<file path="src/peiu_pkg.sv">
// Shared constants for the event interrupt unit: map, fields, reset values, debounce counts
package peiu_pkg;

	// Slow debounce reference rate
	localparam int REF_HZ      = 32768;
	localparam int US_PER_S    = 1000000;

	// Debounce times in microseconds, as specified
	localparam int DB_SHORT_US  = 3900;
	localparam int DB_BUTTON_US = 31250;
	localparam int DB_OC_US     = 8000;

	// Debounce counter width and least counts in reference ticks (rounded up)
	localparam int CNT_W = 14;
	localparam logic [CNT_W-1:0] CNT_SHORT  =
		CNT_W'((DB_SHORT_US * REF_HZ + US_PER_S - 1) / US_PER_S);
	localparam logic [CNT_W-1:0] CNT_BUTTON =
		CNT_W'((DB_BUTTON_US * REF_HZ + US_PER_S - 1) / US_PER_S);
	localparam logic [CNT_W-1:0] CNT_OC     =
		CNT_W'((DB_OC_US * REF_HZ + US_PER_S - 1) / US_PER_S);

	// Event indices; indices 0 to 5 equal their group 0 bit positions
	localparam int NUM_EV       = 11;
	localparam int EV_BUTTON    = 0;
	localparam int EV_UNDERVOLT = 1;
	localparam int EV_TEMP_A    = 2;
	localparam int EV_OC_FIRST  = 6;

	// Per-event edge selection
	localparam logic [NUM_EV-1:0] EV_RISE_EN = 11'h7FD;
	localparam logic [NUM_EV-1:0] EV_FALL_EN = 11'h03F;

	// Synchroniser lane layout
	localparam int SYNC_W     = 13;
	localparam int LANE_FUSE  = 11;
	localparam int LANE_TICK  = 12;

	// Register offsets
	localparam logic [7:0] ADDR_STAT0  = 8'h05;
	localparam logic [7:0] ADDR_MASK0  = 8'h06;
	localparam logic [7:0] ADDR_SENSE0 = 8'h07;
	localparam logic [7:0] ADDR_STAT1  = 8'h08;
	localparam logic [7:0] ADDR_MASK1  = 8'h09;
	localparam logic [7:0] ADDR_SENSE1 = 8'h0A;

	// Field positions
	localparam int BIT_BUTTON      = 0;
	localparam int BIT_UNDERVOLT   = 1;
	localparam int BIT_TEMP_A      = 2;
	localparam int BIT_FUSE_SUPPLY = 7;
	localparam int BIT_BUCK_1A     = 0;
	localparam int BIT_BUCK_1B     = 1;
	localparam int BIT_BUCK_2      = 3;
	localparam int BIT_BUCK_3A     = 4;
	localparam int BIT_BUCK_3B     = 5;

	// Implemented bits and reset values
	localparam logic [7:0] STAT0_USED = 8'h3F;
	localparam logic [7:0] MASK0_USED = 8'h3F;
	localparam logic [7:0] MASK0_RST  = 8'h3F;
	localparam logic [7:0] STAT1_USED = 8'h3B;
	localparam logic [7:0] MASK1_USED = 8'h7F;
	localparam logic [7:0] MASK1_RST  = 8'h7F;
	localparam logic [7:0] STAT_RST   = 8'h00;

endpackage

</file>
<file path="src/peiu_sync.sv">
// Two-stage synchroniser for a bundle of asynchronous inputs
module peiu_sync #(
	parameter int W = 1
) (
	input  wire logic         sys_clk,
	input  wire logic         rst,
	input  wire logic         clk_en,
	input  wire logic [W-1:0] async_in,
	output logic      [W-1:0] sync_out
);

	typedef struct packed {
		logic [W-1:0] s1;
		logic [W-1:0] s2;
	} peiu_sync_state_t;

	peiu_sync_state_t q_reg;
	peiu_sync_state_t q_next;

	// First stage feeds only the second
	always_comb begin
		q_next    = q_reg;
		q_next.s1 = async_in;
		q_next.s2 = q_reg.s1;
	end

	// State register
	always_ff @(posedge sys_clk) begin
		if (rst) begin
			q_reg <= '0;
		end else if (clk_en) begin
			q_reg <= q_next;
		end
	end

	assign sync_out = q_reg.s2;

endmodule

</file>
<file path="src/peiu_debounce.sv">
// One event debouncer counting slow reference ticks
module peiu_debounce (
	input  wire logic                      sys_clk,
	input  wire logic                      rst,
	input  wire logic                      clk_en,
	input  wire logic                      tick,
	input  wire logic                      raw,
	input  wire logic                      rise_en,
	input  wire logic                      fall_en,
	input  wire logic [peiu_pkg::CNT_W-1:0] rise_limit,
	input  wire logic [peiu_pkg::CNT_W-1:0] fall_limit,
	output logic                           evt
);

	typedef struct packed {
		logic                       primed;
		logic                       stable;
		logic [peiu_pkg::CNT_W-1:0] cnt;
		logic                       evt;
	} peiu_db_state_t;

	peiu_db_state_t             q_reg;
	peiu_db_state_t             q_next;
	logic [peiu_pkg::CNT_W-1:0] limit;
	logic [peiu_pkg::CNT_W:0]   cnt_inc;

	// Qualify a change only after it holds for the whole period
	always_comb begin
		q_next     = q_reg;
		q_next.evt = 1'b0;
		limit      = raw ? rise_limit : fall_limit;
		cnt_inc    = {1'b0, q_reg.cnt} + {{peiu_pkg::CNT_W{1'b0}}, 1'b1};
		if (tick) begin
			if (!q_reg.primed) begin
				q_next.primed = 1'b1; // Adopt level silently after reset
				q_next.stable = raw;
				q_next.cnt    = '0;
			end else if (raw == q_reg.stable) begin
				q_next.cnt = '0;
			end else if (cnt_inc >= {1'b0, limit}) begin
				q_next.stable = raw;
				q_next.cnt    = '0;
				q_next.evt    = raw ? rise_en : fall_en;
			end else begin
				q_next.cnt = cnt_inc[peiu_pkg::CNT_W-1:0];
			end
		end
	end

	// State register
	always_ff @(posedge sys_clk) begin
		if (rst) begin
			q_reg <= '0;
		end else if (clk_en) begin
			q_reg <= q_next;
		end
	end

	assign evt = q_reg.evt;

	a_db_restart: assert property (
		@(posedge sys_clk) disable iff (rst)
		clk_en && tick && q_reg.primed && raw == q_reg.stable |=> q_reg.cnt == '0)
		else $error("debounce count not restarted");

	a_db_evt_edge: assert property (
		@(posedge sys_clk) disable iff (rst)
		$rose(q_reg.evt) |-> q_reg.stable != $past(q_reg.stable) && $past(q_reg.cnt) != '0)
		else $error("event without qualified edge");

endmodule

</file>
<file path="src/peiu_top.sv">
// Event interrupt unit: debounced sources, sticky flags, masks, sense, interrupt pin
module peiu_top (
	input  wire logic       sys_clk,
	input  wire logic       rst,
	input  wire logic       clk_en,
	input  wire logic       slow_clk_ref,
	input  wire logic       power_button_pin,
	input  wire logic       vin_ok,
	input  wire logic [3:0] temp_above,
	input  wire logic [4:0] buck_oc,
	input  wire logic       fuse_supply_pin,
	input  wire logic [1:0] button_debounce_sel,
	input  wire logic [7:0] reg_addr,
	input  wire logic       reg_wr,
	input  wire logic       reg_rd,
	input  wire logic [7:0] reg_wdata,
	output logic      [7:0] reg_rdata,
	output logic            irq_out_n
);

	typedef struct packed {
		logic [7:0] st0;
		logic [7:0] m0;
		logic [7:0] st1;
		logic [7:0] m1;
		logic       tick_prev;
		logic       irq_n;
		logic [7:0] rdata;
	} peiu_main_state_t;

	localparam peiu_main_state_t RST_STATE = '{
		st0:       peiu_pkg::STAT_RST,
		m0:        peiu_pkg::MASK0_RST,
		st1:       peiu_pkg::STAT_RST,
		m1:        peiu_pkg::MASK1_RST,
		tick_prev: 1'b0,
		irq_n:     1'b1,
		rdata:     8'h00
	};

	peiu_main_state_t                 q_reg;
	peiu_main_state_t                 q_next;
	logic [peiu_pkg::SYNC_W-1:0]      pins_s;
	logic [peiu_pkg::NUM_EV-1:0]      raw;
	logic [peiu_pkg::NUM_EV-1:0]      ev;
	logic                             tick;
	logic [7:0]                       set0;
	logic [7:0]                       set1;
	logic [7:0]                       sense0;
	logic [7:0]                       sense1;
	logic [7:0]                       clr0;
	logic [7:0]                       clr1;
	logic [7:0]                       pend;

	// All pin-side inputs pass two flip-flops
	peiu_sync #(
		.W(peiu_pkg::SYNC_W)
	) u_sync (
		.sys_clk  (sys_clk),
		.rst      (rst),
		.clk_en   (clk_en),
		.async_in ({slow_clk_ref, fuse_supply_pin, buck_oc, temp_above,
			vin_ok, power_button_pin}),
		.sync_out (pins_s)
	);

	// Debounce tick from rising edge of the slow reference
	assign tick = pins_s[peiu_pkg::LANE_TICK] & ~q_reg.tick_prev;
	assign raw  = pins_s[peiu_pkg::NUM_EV-1:0];

	// One debouncer per source with its own edges and periods
	generate
		for (genvar i = 0; i < peiu_pkg::NUM_EV; i++) begin : g_ev
			logic [peiu_pkg::CNT_W-1:0] rise_lim;
			logic [peiu_pkg::CNT_W-1:0] fall_base;
			logic [peiu_pkg::CNT_W-1:0] fall_lim;

			// Button 31.25 ms, overcurrent rising 8.0 ms, overcurrent falling and others 3.9 ms
			assign rise_lim = (i == peiu_pkg::EV_BUTTON) ? peiu_pkg::CNT_BUTTON :
				(i >= peiu_pkg::EV_OC_FIRST) ? peiu_pkg::CNT_OC :
				peiu_pkg::CNT_SHORT;
			assign fall_base = (i == peiu_pkg::EV_BUTTON) ? peiu_pkg::CNT_BUTTON :
				peiu_pkg::CNT_SHORT;

			// Falling edge of button and undervolt can be stretched
			assign fall_lim = (i <= peiu_pkg::EV_UNDERVOLT) ?
				(fall_base << button_debounce_sel) : fall_base;

			peiu_debounce u_db (
				.sys_clk    (sys_clk),
				.rst        (rst),
				.clk_en     (clk_en),
				.tick       (tick),
				.raw        (raw[i]),
				.rise_en    (peiu_pkg::EV_RISE_EN[i]),
				.fall_en    (peiu_pkg::EV_FALL_EN[i]),
				.rise_limit (rise_lim),
				.fall_limit (fall_lim),
				.evt        (ev[i])
			);
		end
	endgenerate

	// Event pulses placed at flag positions
	always_comb begin
		set0 = {2'b00, ev[peiu_pkg::EV_OC_FIRST-1:0]};
		set1 = 8'h00;
		set1[peiu_pkg::BIT_BUCK_1A] = ev[peiu_pkg::EV_OC_FIRST];
		set1[peiu_pkg::BIT_BUCK_1B] = ev[peiu_pkg::EV_OC_FIRST + 1];
		set1[peiu_pkg::BIT_BUCK_2]  = ev[peiu_pkg::EV_OC_FIRST + 2];
		set1[peiu_pkg::BIT_BUCK_3A] = ev[peiu_pkg::EV_OC_FIRST + 3];
		set1[peiu_pkg::BIT_BUCK_3B] = ev[peiu_pkg::EV_OC_FIRST + 4];
	end

	// Live sense levels, never latched
	always_comb begin
		sense0 = 8'h00;
		sense0[peiu_pkg::BIT_BUTTON]    = raw[peiu_pkg::EV_BUTTON];
		sense0[peiu_pkg::BIT_UNDERVOLT] = ~raw[peiu_pkg::EV_UNDERVOLT];
		sense0[peiu_pkg::BIT_TEMP_A +: 4] = raw[peiu_pkg::EV_TEMP_A +: 4];
		sense0[peiu_pkg::BIT_FUSE_SUPPLY] = pins_s[peiu_pkg::LANE_FUSE];
		sense1 = 8'h00;
		sense1[peiu_pkg::BIT_BUCK_1A] = raw[peiu_pkg::EV_OC_FIRST];
		sense1[peiu_pkg::BIT_BUCK_1B] = raw[peiu_pkg::EV_OC_FIRST + 1];
		sense1[peiu_pkg::BIT_BUCK_2]  = raw[peiu_pkg::EV_OC_FIRST + 2];
		sense1[peiu_pkg::BIT_BUCK_3A] = raw[peiu_pkg::EV_OC_FIRST + 3];
		sense1[peiu_pkg::BIT_BUCK_3B] = raw[peiu_pkg::EV_OC_FIRST + 4];
	end

	// Write-one-to-clear strobes
	assign clr0 = (reg_wr && reg_addr == peiu_pkg::ADDR_STAT0) ? reg_wdata : 8'h00;
	assign clr1 = (reg_wr && reg_addr == peiu_pkg::ADDR_STAT1) ? reg_wdata : 8'h00;

	// Next state: flags, masks, pin and read data
	always_comb begin
		q_next           = q_reg;
		q_next.tick_prev = pins_s[peiu_pkg::LANE_TICK];

		// Set wins over a simultaneous clear
		q_next.st0 = ((q_reg.st0 & ~clr0) | set0) & peiu_pkg::STAT0_USED;
		q_next.st1 = ((q_reg.st1 & ~clr1) | set1) & peiu_pkg::STAT1_USED;

		// Masks are plain read/write
		if (reg_wr && reg_addr == peiu_pkg::ADDR_MASK0) begin
			q_next.m0 = reg_wdata & peiu_pkg::MASK0_USED;
		end
		if (reg_wr && reg_addr == peiu_pkg::ADDR_MASK1) begin
			q_next.m1 = reg_wdata & peiu_pkg::MASK1_USED;
		end

		// Pin from next flags and masks, so unmasking acts at once
		pend         = (q_next.st0 & ~q_next.m0) | (q_next.st1 & ~q_next.m1);
		q_next.irq_n = ~|pend;

		// Read mux; unmapped offsets read zero
		if (reg_rd) begin
			case (reg_addr)
				peiu_pkg::ADDR_STAT0: begin
					q_next.rdata = q_reg.st0;
				end
				peiu_pkg::ADDR_MASK0: begin
					q_next.rdata = q_reg.m0;
				end
				peiu_pkg::ADDR_SENSE0: begin
					q_next.rdata = sense0;
				end
				peiu_pkg::ADDR_STAT1: begin
					q_next.rdata = q_reg.st1;
				end
				peiu_pkg::ADDR_MASK1: begin
					q_next.rdata = q_reg.m1;
				end
				peiu_pkg::ADDR_SENSE1: begin
					q_next.rdata = sense1;
				end
				default: begin
					q_next.rdata = 8'h00;
				end
			endcase
		end
	end

	// State register; reset loads all masks set
	always_ff @(posedge sys_clk) begin
		if (rst) begin
			q_reg <= RST_STATE;
		end else if (clk_en) begin
			q_reg <= q_next;
		end
	end

	// Outputs straight from flip-flops
	assign reg_rdata = q_reg.rdata;
	assign irq_out_n = q_reg.irq_n;

	// Pin always agrees with pending unmasked flags
	a_irq_pending: assert property (
		@(posedge sys_clk) disable iff (rst)
		irq_out_n == ~|((q_reg.st0 & ~q_reg.m0) | (q_reg.st1 & ~q_reg.m1)))
		else $error("interrupt pin disagrees with flags");

	// Written ones clear flags with no new event
	a_w1c_clear: assert property (
		@(posedge sys_clk) disable iff (rst)
		clk_en && reg_wr && reg_addr == peiu_pkg::ADDR_STAT0
		|=> (q_reg.st0 & $past(reg_wdata) & ~$past(set0)) == 8'h00)
		else $error("write one did not clear flag");

	// Flags only fall after a clear write
	a_flag_sticky: assert property (
		@(posedge sys_clk) disable iff (rst)
		!(clk_en && reg_wr && reg_addr == peiu_pkg::ADDR_STAT1)
		|=> (q_reg.st1 & $past(q_reg.st1)) == $past(q_reg.st1))
		else $error("group 1 flag dropped without clear");

	// Event in a clear cycle still sets
	a_set_wins: assert property (
		@(posedge sys_clk) disable iff (rst)
		clk_en && set0 != 8'h00 |=> (q_reg.st0 & $past(set0)) == $past(set0))
		else $error("event lost");

	// Unmasking a set flag drops the pin next edge
	a_unmask_irq: assert property (
		@(posedge sys_clk) disable iff (rst)
		clk_en && reg_wr && reg_addr == peiu_pkg::ADDR_MASK0
		&& (q_reg.st0 & ~reg_wdata & peiu_pkg::MASK0_USED) != 8'h00
		|=> !irq_out_n)
		else $error("unmask did not raise interrupt");

	// Masks come out of reset all set
	a_mask_reset: assert property (
		@(posedge sys_clk) disable iff (rst)
		$fell(rst) |-> q_reg.m0 == peiu_pkg::MASK0_RST && q_reg.m1 == peiu_pkg::MASK1_RST
		&& irq_out_n)
		else $error("mask reset value wrong");

	// Unused and reserved bits stay zero
	a_reserved_zero: assert property (
		@(posedge sys_clk) disable iff (rst)
		(q_reg.st0 & ~peiu_pkg::STAT0_USED) == 8'h00
		&& (q_reg.st1 & ~peiu_pkg::STAT1_USED) == 8'h00 && !q_reg.m1[7])
		else $error("reserved bit set");

	// Sense read returns live comparator levels
	a_sense_read: assert property (
		@(posedge sys_clk) disable iff (rst)
		clk_en && reg_rd && reg_addr == peiu_pkg::ADDR_SENSE1
		|=> reg_rdata == $past(sense1))
		else $error("sense read mismatch");

	// Undervolt sense reads inverted comparator
	a_undervolt_sense: assert property (
		@(posedge sys_clk) disable iff (rst)
		clk_en && reg_rd && reg_addr == peiu_pkg::ADDR_SENSE0
		|=> reg_rdata[peiu_pkg::BIT_UNDERVOLT] == !$past(raw[peiu_pkg::EV_UNDERVOLT])
		&& reg_rdata[6] == 1'b0)
		else $error("undervolt sense wrong");

	// Masked flag still latches
	a_mask_no_gate: assert property (
		@(posedge sys_clk) disable iff (rst)
		clk_en && set1 != 8'h00 && q_reg.m1 == peiu_pkg::MASK1_RST
		|=> (q_reg.st1 & $past(set1)) == $past(set1))
		else $error("mask blocked status latch");

	// Group 1 written ones clear flags with no new event
	a_w1c_group1: assert property (
		@(posedge sys_clk) disable iff (rst)
		clk_en && reg_wr && reg_addr == peiu_pkg::ADDR_STAT1
		|=> (q_reg.st1 & $past(reg_wdata) & ~$past(set1)) == 8'h00)
		else $error("group 1 write one did not clear flag");

	// Group 0 flags only fall after a clear write
	a_sticky_group0: assert property (
		@(posedge sys_clk) disable iff (rst)
		!(clk_en && reg_wr && reg_addr == peiu_pkg::ADDR_STAT0)
		|=> (q_reg.st0 & $past(q_reg.st0)) == $past(q_reg.st0))
		else $error("group 0 flag dropped without clear");

	// Group 1 event in a clear cycle still sets
	a_set_wins_group1: assert property (
		@(posedge sys_clk) disable iff (rst)
		clk_en && set1 != 8'h00 |=> (q_reg.st1 & $past(set1)) == $past(set1))
		else $error("group 1 event lost");

	// Group 0 mask takes written bits, unused bits zero
	a_mask0_write: assert property (
		@(posedge sys_clk) disable iff (rst)
		clk_en && reg_wr && reg_addr == peiu_pkg::ADDR_MASK0
		|=> q_reg.m0 == ($past(reg_wdata) & peiu_pkg::MASK0_USED))
		else $error("group 0 mask write wrong");

	// Group 1 mask takes written bits, bit 7 zero
	a_mask1_write: assert property (
		@(posedge sys_clk) disable iff (rst)
		clk_en && reg_wr && reg_addr == peiu_pkg::ADDR_MASK1
		|=> q_reg.m1 == ($past(reg_wdata) & peiu_pkg::MASK1_USED))
		else $error("group 1 mask write wrong");

	// Status read returns latched group 0 flags
	a_status_read: assert property (
		@(posedge sys_clk) disable iff (rst)
		clk_en && reg_rd && reg_addr == peiu_pkg::ADDR_STAT0
		|=> reg_rdata == $past(q_reg.st0))
		else $error("status read mismatch");

	// Clearing the last unmasked flag releases the pin
	a_clear_release: assert property (
		@(posedge sys_clk) disable iff (rst)
		clk_en && reg_wr && reg_addr == peiu_pkg::ADDR_STAT0 && set0 == 8'h00
		&& set1 == 8'h00 && (q_reg.st0 & ~reg_wdata & ~q_reg.m0) == 8'h00
		&& (q_reg.st1 & ~q_reg.m1) == 8'h00
		|=> irq_out_n)
		else $error("pin held low after last clear");

	// Group 0 sense read returns live synchronised pins
	a_sense0_live: assert property (
		@(posedge sys_clk) disable iff (rst)
		clk_en && reg_rd && reg_addr == peiu_pkg::ADDR_SENSE0
		|=> reg_rdata[peiu_pkg::BIT_BUTTON] == $past(raw[peiu_pkg::EV_BUTTON])
		&& reg_rdata[peiu_pkg::BIT_TEMP_A +: 4] == $past(raw[peiu_pkg::EV_TEMP_A +: 4])
		&& reg_rdata[peiu_pkg::BIT_FUSE_SUPPLY] == $past(pins_s[peiu_pkg::LANE_FUSE]))
		else $error("group 0 sense read wrong");

	// Reference tick lasts one enabled cycle
	a_tick_single: assert property (
		@(posedge sys_clk) disable iff (rst)
		clk_en && tick |=> !tick)
		else $error("reference tick held too long");

	// Unmasking a set group 1 flag drops the pin
	a_unmask_group1: assert property (
		@(posedge sys_clk) disable iff (rst)
		clk_en && reg_wr && reg_addr == peiu_pkg::ADDR_MASK1
		&& (q_reg.st1 & ~reg_wdata & peiu_pkg::MASK1_USED) != 8'h00
		|=> !irq_out_n)
		else $error("group 1 unmask did not raise interrupt");

endmodule

</file>
<file path="config.mk">
export PLATFORM = sky130hd
export DESIGN_NAME = peiu_top
export DESIGN_NICKNAME = d
export VERILOG_FILES = /design/src/peiu_pkg.sv /design/src/peiu_sync.sv /design/src/peiu_debounce.sv /design/src/peiu_top.sv
export SDC_FILE = /design/constraint.sdc
export NUM_CORES = 1
export LEC_CHECK = 0
export ABC_AREA = 1
export BUFFER_PORTS_ARGS = -buffer_cell sky130_fd_sc_hd__buf_2
export CORE_MARGIN = 2
export CORE_UTILIZATION = 60
export CTS_BUF_LIST = sky130_fd_sc_hd__clkbuf_8 sky130_fd_sc_hd__clkbuf_16
export CTS_CLUSTER_DIAMETER = 100
export DETAILED_ROUTE_END_ITERATION = 16
export PLACE_DENSITY = 0.87
export SETUP_SLACK_MARGIN = 0.2
export SYNTH_ARGS = -nofsm -noshare
export SYNTH_HDL_FRONTEND = slang
export SYNTH_HIERARCHICAL = 1
export SYNTH_SLANG_ARGS = --single-unit
</file>
<file path="constraint.sdc">
create_clock -name sys_clk -period 4.15 [get_ports sys_clk]
set_input_delay 0.2075 -clock sys_clk [delete_from_list [all_inputs] [get_ports sys_clk]]
set_output_delay 0.2075 -clock sys_clk [all_outputs]
set_load 0.02 [all_outputs]
</file>
After elaboration in Yosys (flattened, before gate mapping)
Cells that the tools add are included.
Widths: inputs -> output; s select.
{"block": "totals", "input_bits": 36, "wordCells": 256, "out_inout_bits": 9, "register_bits": 240}
{"block": "op_classes", "magnitude_cmp": 11, "bitwise_logic": 14, "n_eq_ne": 39, "addsub": 11, "muxes": 117, "n_reduce_logical": 19, "n_shift": 2}
{"op": "$mux 14", "count": 24}
{"op": "$add 14x1->15 const B", "count": 11}
{"op": "$mux 15", "count": 11}
{"op": "$ge 15x14->1", "count": 7}
{"op": "$mux 1", "count": 72}
{"op": "$ge 15x8->1 const B", "count": 4}
{"op": "$pmux 8 s6", "count": 1}
{"op": "$mux 9", "count": 5}
{"op": "$ne 2x2->1 const B", "count": 22}
{"op": "$reduce_and 4->1", "count": 11}
{"op": "$eq 8x3->1 const B", "count": 3}
{"op": "$eq 8x4->1 const B", "count": 3}
{"op": "$and 6x8->8", "count": 2}
{"op": "$mux 8", "count": 2}
{"op": "$not 8->8", "count": 2}
{"op": "$shl 11x2->14 const A", "count": 1}
{"op": "$shl 8x2->14 const A", "count": 1}
{"op": "$and 6x6->6", "count": 2}
{"op": "$mux 6", "count": 2}
{"op": "$not 6->6", "count": 2}
{"op": "$or 6x6->6", "count": 2}
{"op": "$eq 1x1->1", "count": 11}
{"op": "$or 8x8->8", "count": 1}
{"op": "$reduce_or 8->1", "count": 1}
{"op": "other kinds (5)", "count": 10}

Depth between registers and ports, before layout
Gate-level depths: netlist of run 1.
{"block": "logic_depth", "ltp_word": 10, "ltp_mapped": 17, "depth_no_buf": 17}

By module
The synthesis of run 1 kept the hierarchy.
{"module": "peiu_debounce at g_ev[1].u_db ...", "area_per_inst_um2": 1526.5, "cells_per_inst": 206, "instances": 7}
{"module": "peiu_debounce at g_ev[0].u_db ...", "area_per_inst_um2": 1502.7, "cells_per_inst": 208, "instances": 3}
{"module": "peiu_top", "area_per_inst_um2": 2217.1, "cells_per_inst": 352, "instances": 1}
{"module": "peiu_debounce at g_ev[3].u_db", "area_per_inst_um2": 1527.7, "cells_per_inst": 215, "instances": 1}
{"module": "peiu_sync", "area_per_inst_um2": 1121.1, "cells_per_inst": 165, "instances": 1}

Worst setup path after synthesis of run 1
No wires, ideal clock.
{"block": "synth_path", "path_type": "flip-flop to flip-flop", "from": "reg u_sync.q_reg, in the netlist u_sync/sync_out[12]", "to": "reg g_ev[3].u_db/q_reg[13] (netlist bit)", "path_slack_ns": 1.565, "period_less_slack_ns": 2.585, "arrival_ns": 2.515, "setup_ns": 0.070, "stages_incl_launch_ff": 10, "n_path_buf": 1, "required_time_ns": 4.080, "cell_sequence": "dfxtp_1 -> inv_1 -> nor2_1 -> nand2_1 -> a21oi_1 -> o21ai_1 -> nor2_2 -> buf_2 -> nand4_1 -> a21oi_1"}
{"block": "synth_between", "elab_chain_cells": 2}
{"item": "start, declared", "line_no": "peiu_sync.sv:17", "text": "peiu_sync_state_t q_reg;"}
{"item": "start signal, assigned", "line_no": "peiu_sync.sv:32", "text": "q_reg <= q_next;"}
{"item": "$and 1x1->1", "line_no": "peiu_top.sv:68", "text": "assign tick = pins_s[peiu_pkg::LANE_TICK] & ~q_reg.tick_prev;"}
{"item": "via tick", "line_no": "peiu_top.sv:46", "text": "logic tick;"}
{"item": "$reduce_and 2->1 (no source line)"}
{"item": "end signal, assigned", "line_no": "peiu_debounce.sv:55", "text": "q_reg <= q_next;"}
{"item": "end, declared", "line_no": "peiu_debounce.sv:22", "text": "peiu_db_state_t q_reg;"}
The timed path passes the listed nets, and every way through them passes these cells.
A chain may end at the register's enable or synchronous reset.

Worst setup path after layout of run 1
{"block": "layout_path", "from": "reg g_ev[4].u_db/q_reg[1] (netlist bit)", "to": "reg g_ev[4].u_db/q_reg[9] (netlist bit)"}
{"block": "layout_between", "elab_chain_cells": 5}
{"item": "start, declared", "line_no": "peiu_debounce.sv:22"}
{"item": "start signal, assigned", "line_no": "peiu_debounce.sv:55"}
{"item": "$add 14x1->15 *", "line_no": "peiu_debounce.sv:32", "text": "cnt_inc = {1'b0, q_reg.cnt} + {{peiu_pkg::CNT_W{1'b0}}, 1'b1};"}
{"item": "$ge 15x8->1", "line_no": "peiu_debounce.sv:40", "text": "end else if (cnt_inc >= {1'b0, limit}) begin"}
{"item": "$mux 14 *", "line_no": "peiu_debounce.sv:40"}
{"item": "$mux 14 *", "line_no": "peiu_debounce.sv:38", "text": "end else if (raw == q_reg.stable) begin"}
{"item": "$mux 15 *", "line_no": "peiu_debounce.sv:34", "text": "if (!q_reg.primed) begin"}
Every way passes the cells marked *; elsewhere a longest branch is shown, timed or not.

==> results of run 1 <==
[logic make-up after synthesis]
| logic type | count (synthesis) | share of synthesized area, % |
|---|---|---|
| compound gates | 362 | 11.2 |
| xor+xnor | 110 | 4.80 |
| fa+ha+maj | 165 | 10.3 |
| buf+inv | 419 | 9.74 |
| flops | 250 | 25.0 |
| mux | 143 | 7.14 |
| other cells | 2 | 0.0374 |
| simple gates | 1347 | 31.8 |
[layer usage]
| metal | vias to the layer above | global-route usage [%] | part of all wire, % |
|---|---|---|---|
| li1 | 9335 | - | - |
| met5 | - | 0 | 0.026 |
| met2 | 464 | 47.6 | 50 |
| met4 | 2 | 9.34 | 3.1 |
| met1 | 8501 | 29.9 | 42 |
| met3 | 129 | 3.51 | 5.0 |
[final cells by class]
| class | instances | area (sq um) |
|---|---|---|
| multi-input combinational | 2449 | 14300 |
| clock buffer | 33 | 781 |
| fill | 2606 | 10200 |
| timing repair buffer | 69 | 482 |
| sequential | 250 | 5000 |
| clock inverter | 18 | 118 |
| inverter | 325 | 1220 |
| antenna | 3 | 7.51 |
| tap | 442 | 553 |
[per-stage QoR]
stage	hold WS, ns	area, sq um
final	0.0207	22500
after CTS	0.00584	22500
after detailed placement	0.438	21400
after floorplan	0.334	21300
after global placement	0.428	21400
after global routing	0.0203	22500
[synth_stat cells (all sizes together)]
cell type	number	share of area (%)
o21ai	42	1.0
buf	61	3.0
nor2	264	6.8
inv	321	6.0
xor2	85	3.7
a22o	1	0.044
conb	2	0.037
o22ai	4	0.12
nand3b	1	0.037
nand2	883	19
a21oi	292	9.2
nand3	136	4.2
o211ai	15	0.56
nor3	35	1.2
o2111ai	1	0.044
dfxtp	250	25
nor3b	3	0.11
a211oi	4	0.15
xnor2	25	1.1
clkinv	4	0.087
o21bai	3	0.11
ha	165	10
clkbuf	33	0.62
nand4	24	0.75
mux2i	143	7.1
nor4	1	0.031
[critical path, cell delays in order, from the launching register on]
cell,delay (ns)
dfxtp_1,0.41
ha_1,0.23
nand3_1,0.13
nor2_4,0.13
nand2_1,0.10
nor2_1,0.12
xor2_1,0.26
ha_1,0.29
nand2_1,0.07
nand2_1,0.05
a21oi_1,0.13
nand2_1,0.07
nor2_1,0.19
nand2_4,0.10
nor2_4,0.39
nand2_1,0.11
a21oi_1,0.13
[path summary, 6_finish.rpt]
kind,startpoint,end,slack (ns)
setup / recovery,g_ev[4].u_db/q_reg[1],g_ev[4].u_db/q_reg[9],1.15
hold reg to reg,g_ev[4].u_db/evt,g_ev[4].u_db/evt,0.47
hold / removal,reg_wdata[5],q_reg[15],0.02
setup reg to reg,g_ev[4].u_db/q_reg[1],g_ev[4].u_db/q_reg[9],1.15
[timing repair]
item | 4_1_cts | 5_1_grt
hold endpoints to repair | 20 | 0
hold buffers | 19 | 0
endpoints found under the setup margin | 0 | 0
[power by group through the flow]
stage | Clock (mW) | Sequential (mW) | Combinational (mW)
3_5_place_dp | 0 | 2.56 | 0.596
3_3_place_gp | 0 | 2.55 | 0.567
5_1_grt | 2.57 | 2.51 | 0.731
4_1_cts | 2.47 | 2.50 | 0.616
6_report | 2.43 | 2.50 | 0.639
2_1_floorplan | 0 | 2.51 | 0.521
==> flow_summary.toml, run 1 <==
[outcome]
status = "complete, no violations"

[power]
combPwrFrac_pct = 11.5
seq_power_share_pct = 44.9
finalPower_mw = 5.57
leakage_nw = 10.2
p_sw_share_pct = 26.9
vdd_ir_drop_max_mv = 0.252
p_per_area_mw_per_mm2 = 248
clockPowerShare_pct = 43.6
p_switching_mw = 1.50
internal_power_mw = 4.07

[placement]
hpwl_um = 32800
gp_congestion = 0.865
pre_cts_ws_ns = 1.21
numPortBuffers = 43
dp_cells = 3516

[clock_tree]
cts_max_level = 1
numClockSinks = 250
ctsRootBufferMaster = "clkbuf_16"
numCtsBuffers = 28
clock_path_buffers = 3
cts_resized = 0
clk_pin_slew_ns = 0.06
clk_latency_ns = 0.55
cts_tree = "done"
post-cts-setup-buffers = 0

[layout]
syn2layout_area_growth_pct = 12.0
layout-drive-gt1-share_pct = 14.6
final_cell_mix = "737 x nand2_1, 322 x conb_1, 309 x inv_1"
final_common_cell = "nand2_1"
layout.nets = 3324
final_cell_count_no_fill = 3589
largest_reg_flops = 176
fin_util_pct = 68.7

[drt]
routed_wl_um = 45700
final_antenna_net_count = 0
via_per_inst = 5.14
route.detailed.wl_per_inst_um = 12.7
drtIter0Drc = 1114
drcViolationCount = 0
firstDrtPassIters = 11
num_vias = 18431

[sta]
fin_crit_sh_pct = 72.3
max_freq_mhz = 333
period_needed_ns = 3.00
fin_setup_tns_ns = 0
setup_viol_count_final = 0
fin_worst_skew_ns = 0.0172
slew_headroom_pct = 28.8
report.final.slew_viol_count = 0
tightest_slew_ns = 1.07
rsz0062_at_grt = "false"
setup_slack_ns = 1.15
hold_viol = 0

[critical_path]
cp-end-kind = "flip-flop"
reg2regPathDepth = 16
worst_ep_required_time_ns = 4.62
critPathKind = "flip-flop to flip-flop"
cp.arrival_ns = 3.47
worst-path-max-fanout = 14
startpoint_type = "flip-flop"

[floorplan]
die_w_um = 187
dieArea_sq_mm = 0.0349
row_count = 66
core_area_sq_mm = 0.0327
io_pins = 45
die_h_um = 187
initial_core_util_pct = 61.3

[yosys]
syn_area_sq_mm = 0.0201
ys_ff_latch = 250
ys.warnings.count = 6
synth_cell_types = 44
netlist_instances = 2798
ys_seq_area_share_pct = 25.0
syn_area_per_cell_sq_um = 7.17

[grt]
grt_start_max_net_pins = 119
grt_pass1_wl_um = 78400
antenna_found_initial = 4
grt_use_total_pct = 25.7
gr-total-overflow = 0
grt_pass1_vias = 18137

[worst_hold_path]
worstHoldPathType = "input pin to flip-flop"
hold_depth = 3

[run]
cap_violations = 0
Note: power is estimated with default switching activity, not from simulation.
==> run 2: changes to the inputs <==
Clock period 4.15 ns to 3.1 ns, I/O delays scaled along.
==> run 2 against run 1 <==
  * First-iteration DRC count down 3.8%
  * Cell count up 1.5%
  * Global-route usage up 0.12 points
  * Critical path type unchanged
  * Power up 45%
  * Wire length up 2.7%
  * Worst hold slack better by 0.081 ns
  * Register-to-register slack worse by 0.90 ns
  * Critical path depth unchanged
==> flow_summary.toml, run 2 (same netlist as run 1, synthesis figures left out) <==
[critical_path]
cp.arrival_ns = 3.33
timing.rr.start = "g_ev[9].u_db/q_reg[2]"
critical_path.cell_chain = "ha_2, nand2_2, nor2_4, nand2_2, nor3_4, xor2_1, ha_1, nand2_1, nand2_1, a21oi_2, nand2_1, nor2_2, nand2_4, nor2_4, nand2_2, a21oi_2"
cp-end-kind = "flip-flop"
cp_slowest_stage_delay_ns = 0.37
slowest_stage = "dfxtp_1"
rrSetupSlack_ns = 0.25
startpoint_type = "flip-flop"
worst_ep_required_time_ns = 3.58
critPathKind = "flip-flop to flip-flop"
worst-path-max-fanout = 7
cp-startpoint = "g_ev[9].u_db/q_reg[2]"
reg2reg_to = "g_ev[9].u_db/q_reg[6]"
reg2regPathDepth = 16

[worst_hold_path]
holdPathEnd = "u_sync/sync_out[7]"
worstHoldPathType = "input pin to flip-flop"
hold_depth = 3
worstHoldStart = "clk_en"

[floorplan]
io_pins = 45
initial_core_util_pct = 61.3
core_area_sq_mm = 0.0327
die_w_um = 187
die_h_um = 187
dieArea_sq_mm = 0.0349
row_count = 66

[clock_tree]
ctsRootBufferMaster = "clkbuf_16"
clk_pin_slew_ns = 0.06
clock_path_buffers = 3
cts_max_level = 1
numClockSinks = 250
numCtsBuffers = 29
clk_latency_ns = 0.55
cts_tree = "done"

[layout]
layout-drive-gt1-share_pct = 16.4
final_cell_mix = "737 x nand2_1, 322 x conb_1, 309 x inv_1"
final_common_cell = "nand2_1"
syn2layout_area_growth_pct = 15.6
layout.nets = 3378
largest_reg_flops = 176

[sta]
fin_setup_tns_ns = 0
whs_ns = 0.102
setup_viol_count_final = 0
slew_headroom_pct = 47.2
tightest_slew_ns = 0.790
max_freq_mhz = 351
fin_crit_sh_pct = 92.0
hold_viol = 0
rsz0062_at_grt = "true"
report.final.slew_viol_count = 0
setup_slack_ns = 0.249
fin_worst_skew_ns = 0.0107
period_needed_ns = 2.85

[grt]
antenna_found_initial = 1
grt_pass1_vias = 18197
gr-total-overflow = 0
grt_start_max_net_pins = 81
grt_use_total_pct = 25.8
grt_pass1_wl_um = 78700

[drt]
via_per_inst = 5.16
drtIter0Drc = 1072
routed_wl_um = 46900
drcViolationCount = 0
route.detailed.wl_per_inst_um = 12.9
final_antenna_net_count = 0
num_vias = 18780
firstDrtPassIters = 8

[run]
cap_violations = 0

[placement]
hpwl_um = 33000
numPortBuffers = 43
gp_congestion = 0.915
pre_cts_ws_ns = 0.249

[outcome]
status = "complete, no violations"

[power]
vdd_ir_drop_max_mv = 0.451
p_per_area_mw_per_mm2 = 348
leakage_nw = 10.6
[run 2: layer usage]
metal  share of wire, %  wire, um  global-route usage (%)  vias to the layer above
met3                4.8      2250                    2.98                      120
met1                 42     19600                    30.4                     8714
li1                   -         -                       -                     9441
met4                2.9      1350                    9.77                        0
met2                 51     23800                    47.7                      505
met5                  0         0                       0                        -
[run 2: worst max path at each step]
stage	slack, ns	endpoint	depth (start not counted)
after detailed placement	0.25	g_ev[10].u_db/q_reg[10]	16
after CTS	0.18	g_ev[9].u_db/q_reg[4]	16
after global routing	0.07	g_ev[9].u_db/q_reg[6]	16
after floorplan	0.52	g_ev[3].u_db/q_reg[13]	9
final	0.25	g_ev[9].u_db/q_reg[6]	16
after global placement	0.30	g_ev[10].u_db/q_reg[7]	16
[run 2: area by class of cell]
cell class / count / area, sq um
Clock buffer: 33 / 781
Multi-Input combinational cell: 2451 / 14400
Timing Repair Buffer: 120 / 960
Antenna cell: 1 / 2.50
Sequential cell: 250 / 5010
Fill cell: 2475 / 9520
Clock inverter: 20 / 293
Tap cell: 442 / 553
Inverter: 325 / 1220
[run 2: critical path: cells and delay by family, from the launching register on]
family	cells	cell delay, ns
and+or+nand+nor	11	1.40
AOI/OAI and AO/OA	2	0.27
DFF	1	0.37
adders and majority gates	2	0.50
xor gates and xnor gates	1	0.23
[run 2: repair_timing]
action	in CTS	in global routing
pin swaps	1	22
endpoints found under the hold margin	42	0
buffers inserted	0	33
gates cloned	1	1
setup endpoints to repair	2	153
resized for setup	0	17
hold buffers	22	0
[run 2: report_power, final]
group | internal, mW | switching (mW) | leakage, nW
logic | 0.332 | 0.582 | 8.06
registers | 3.27 | 0.0515 | 2.03
clock network | 2.39 | 1.46 | 0.521
[run 2: per-stage QoR]
step / area (sq um) / std cells / utilization (%) / total power, mW
detailed placement: 21500 / 3531 / 65.7 / 4.23
global placement: 21500 / 3531 / 65.7 / 4.19
global route: 23200 / 3641 / 70.9 / 8.38
floorplan: 21300 / 3118 / - / 4.06
finish: 23200 / 3642 / 70.9 / 8.07
CTS: 22800 / 3607 / 69.7 / 8.07
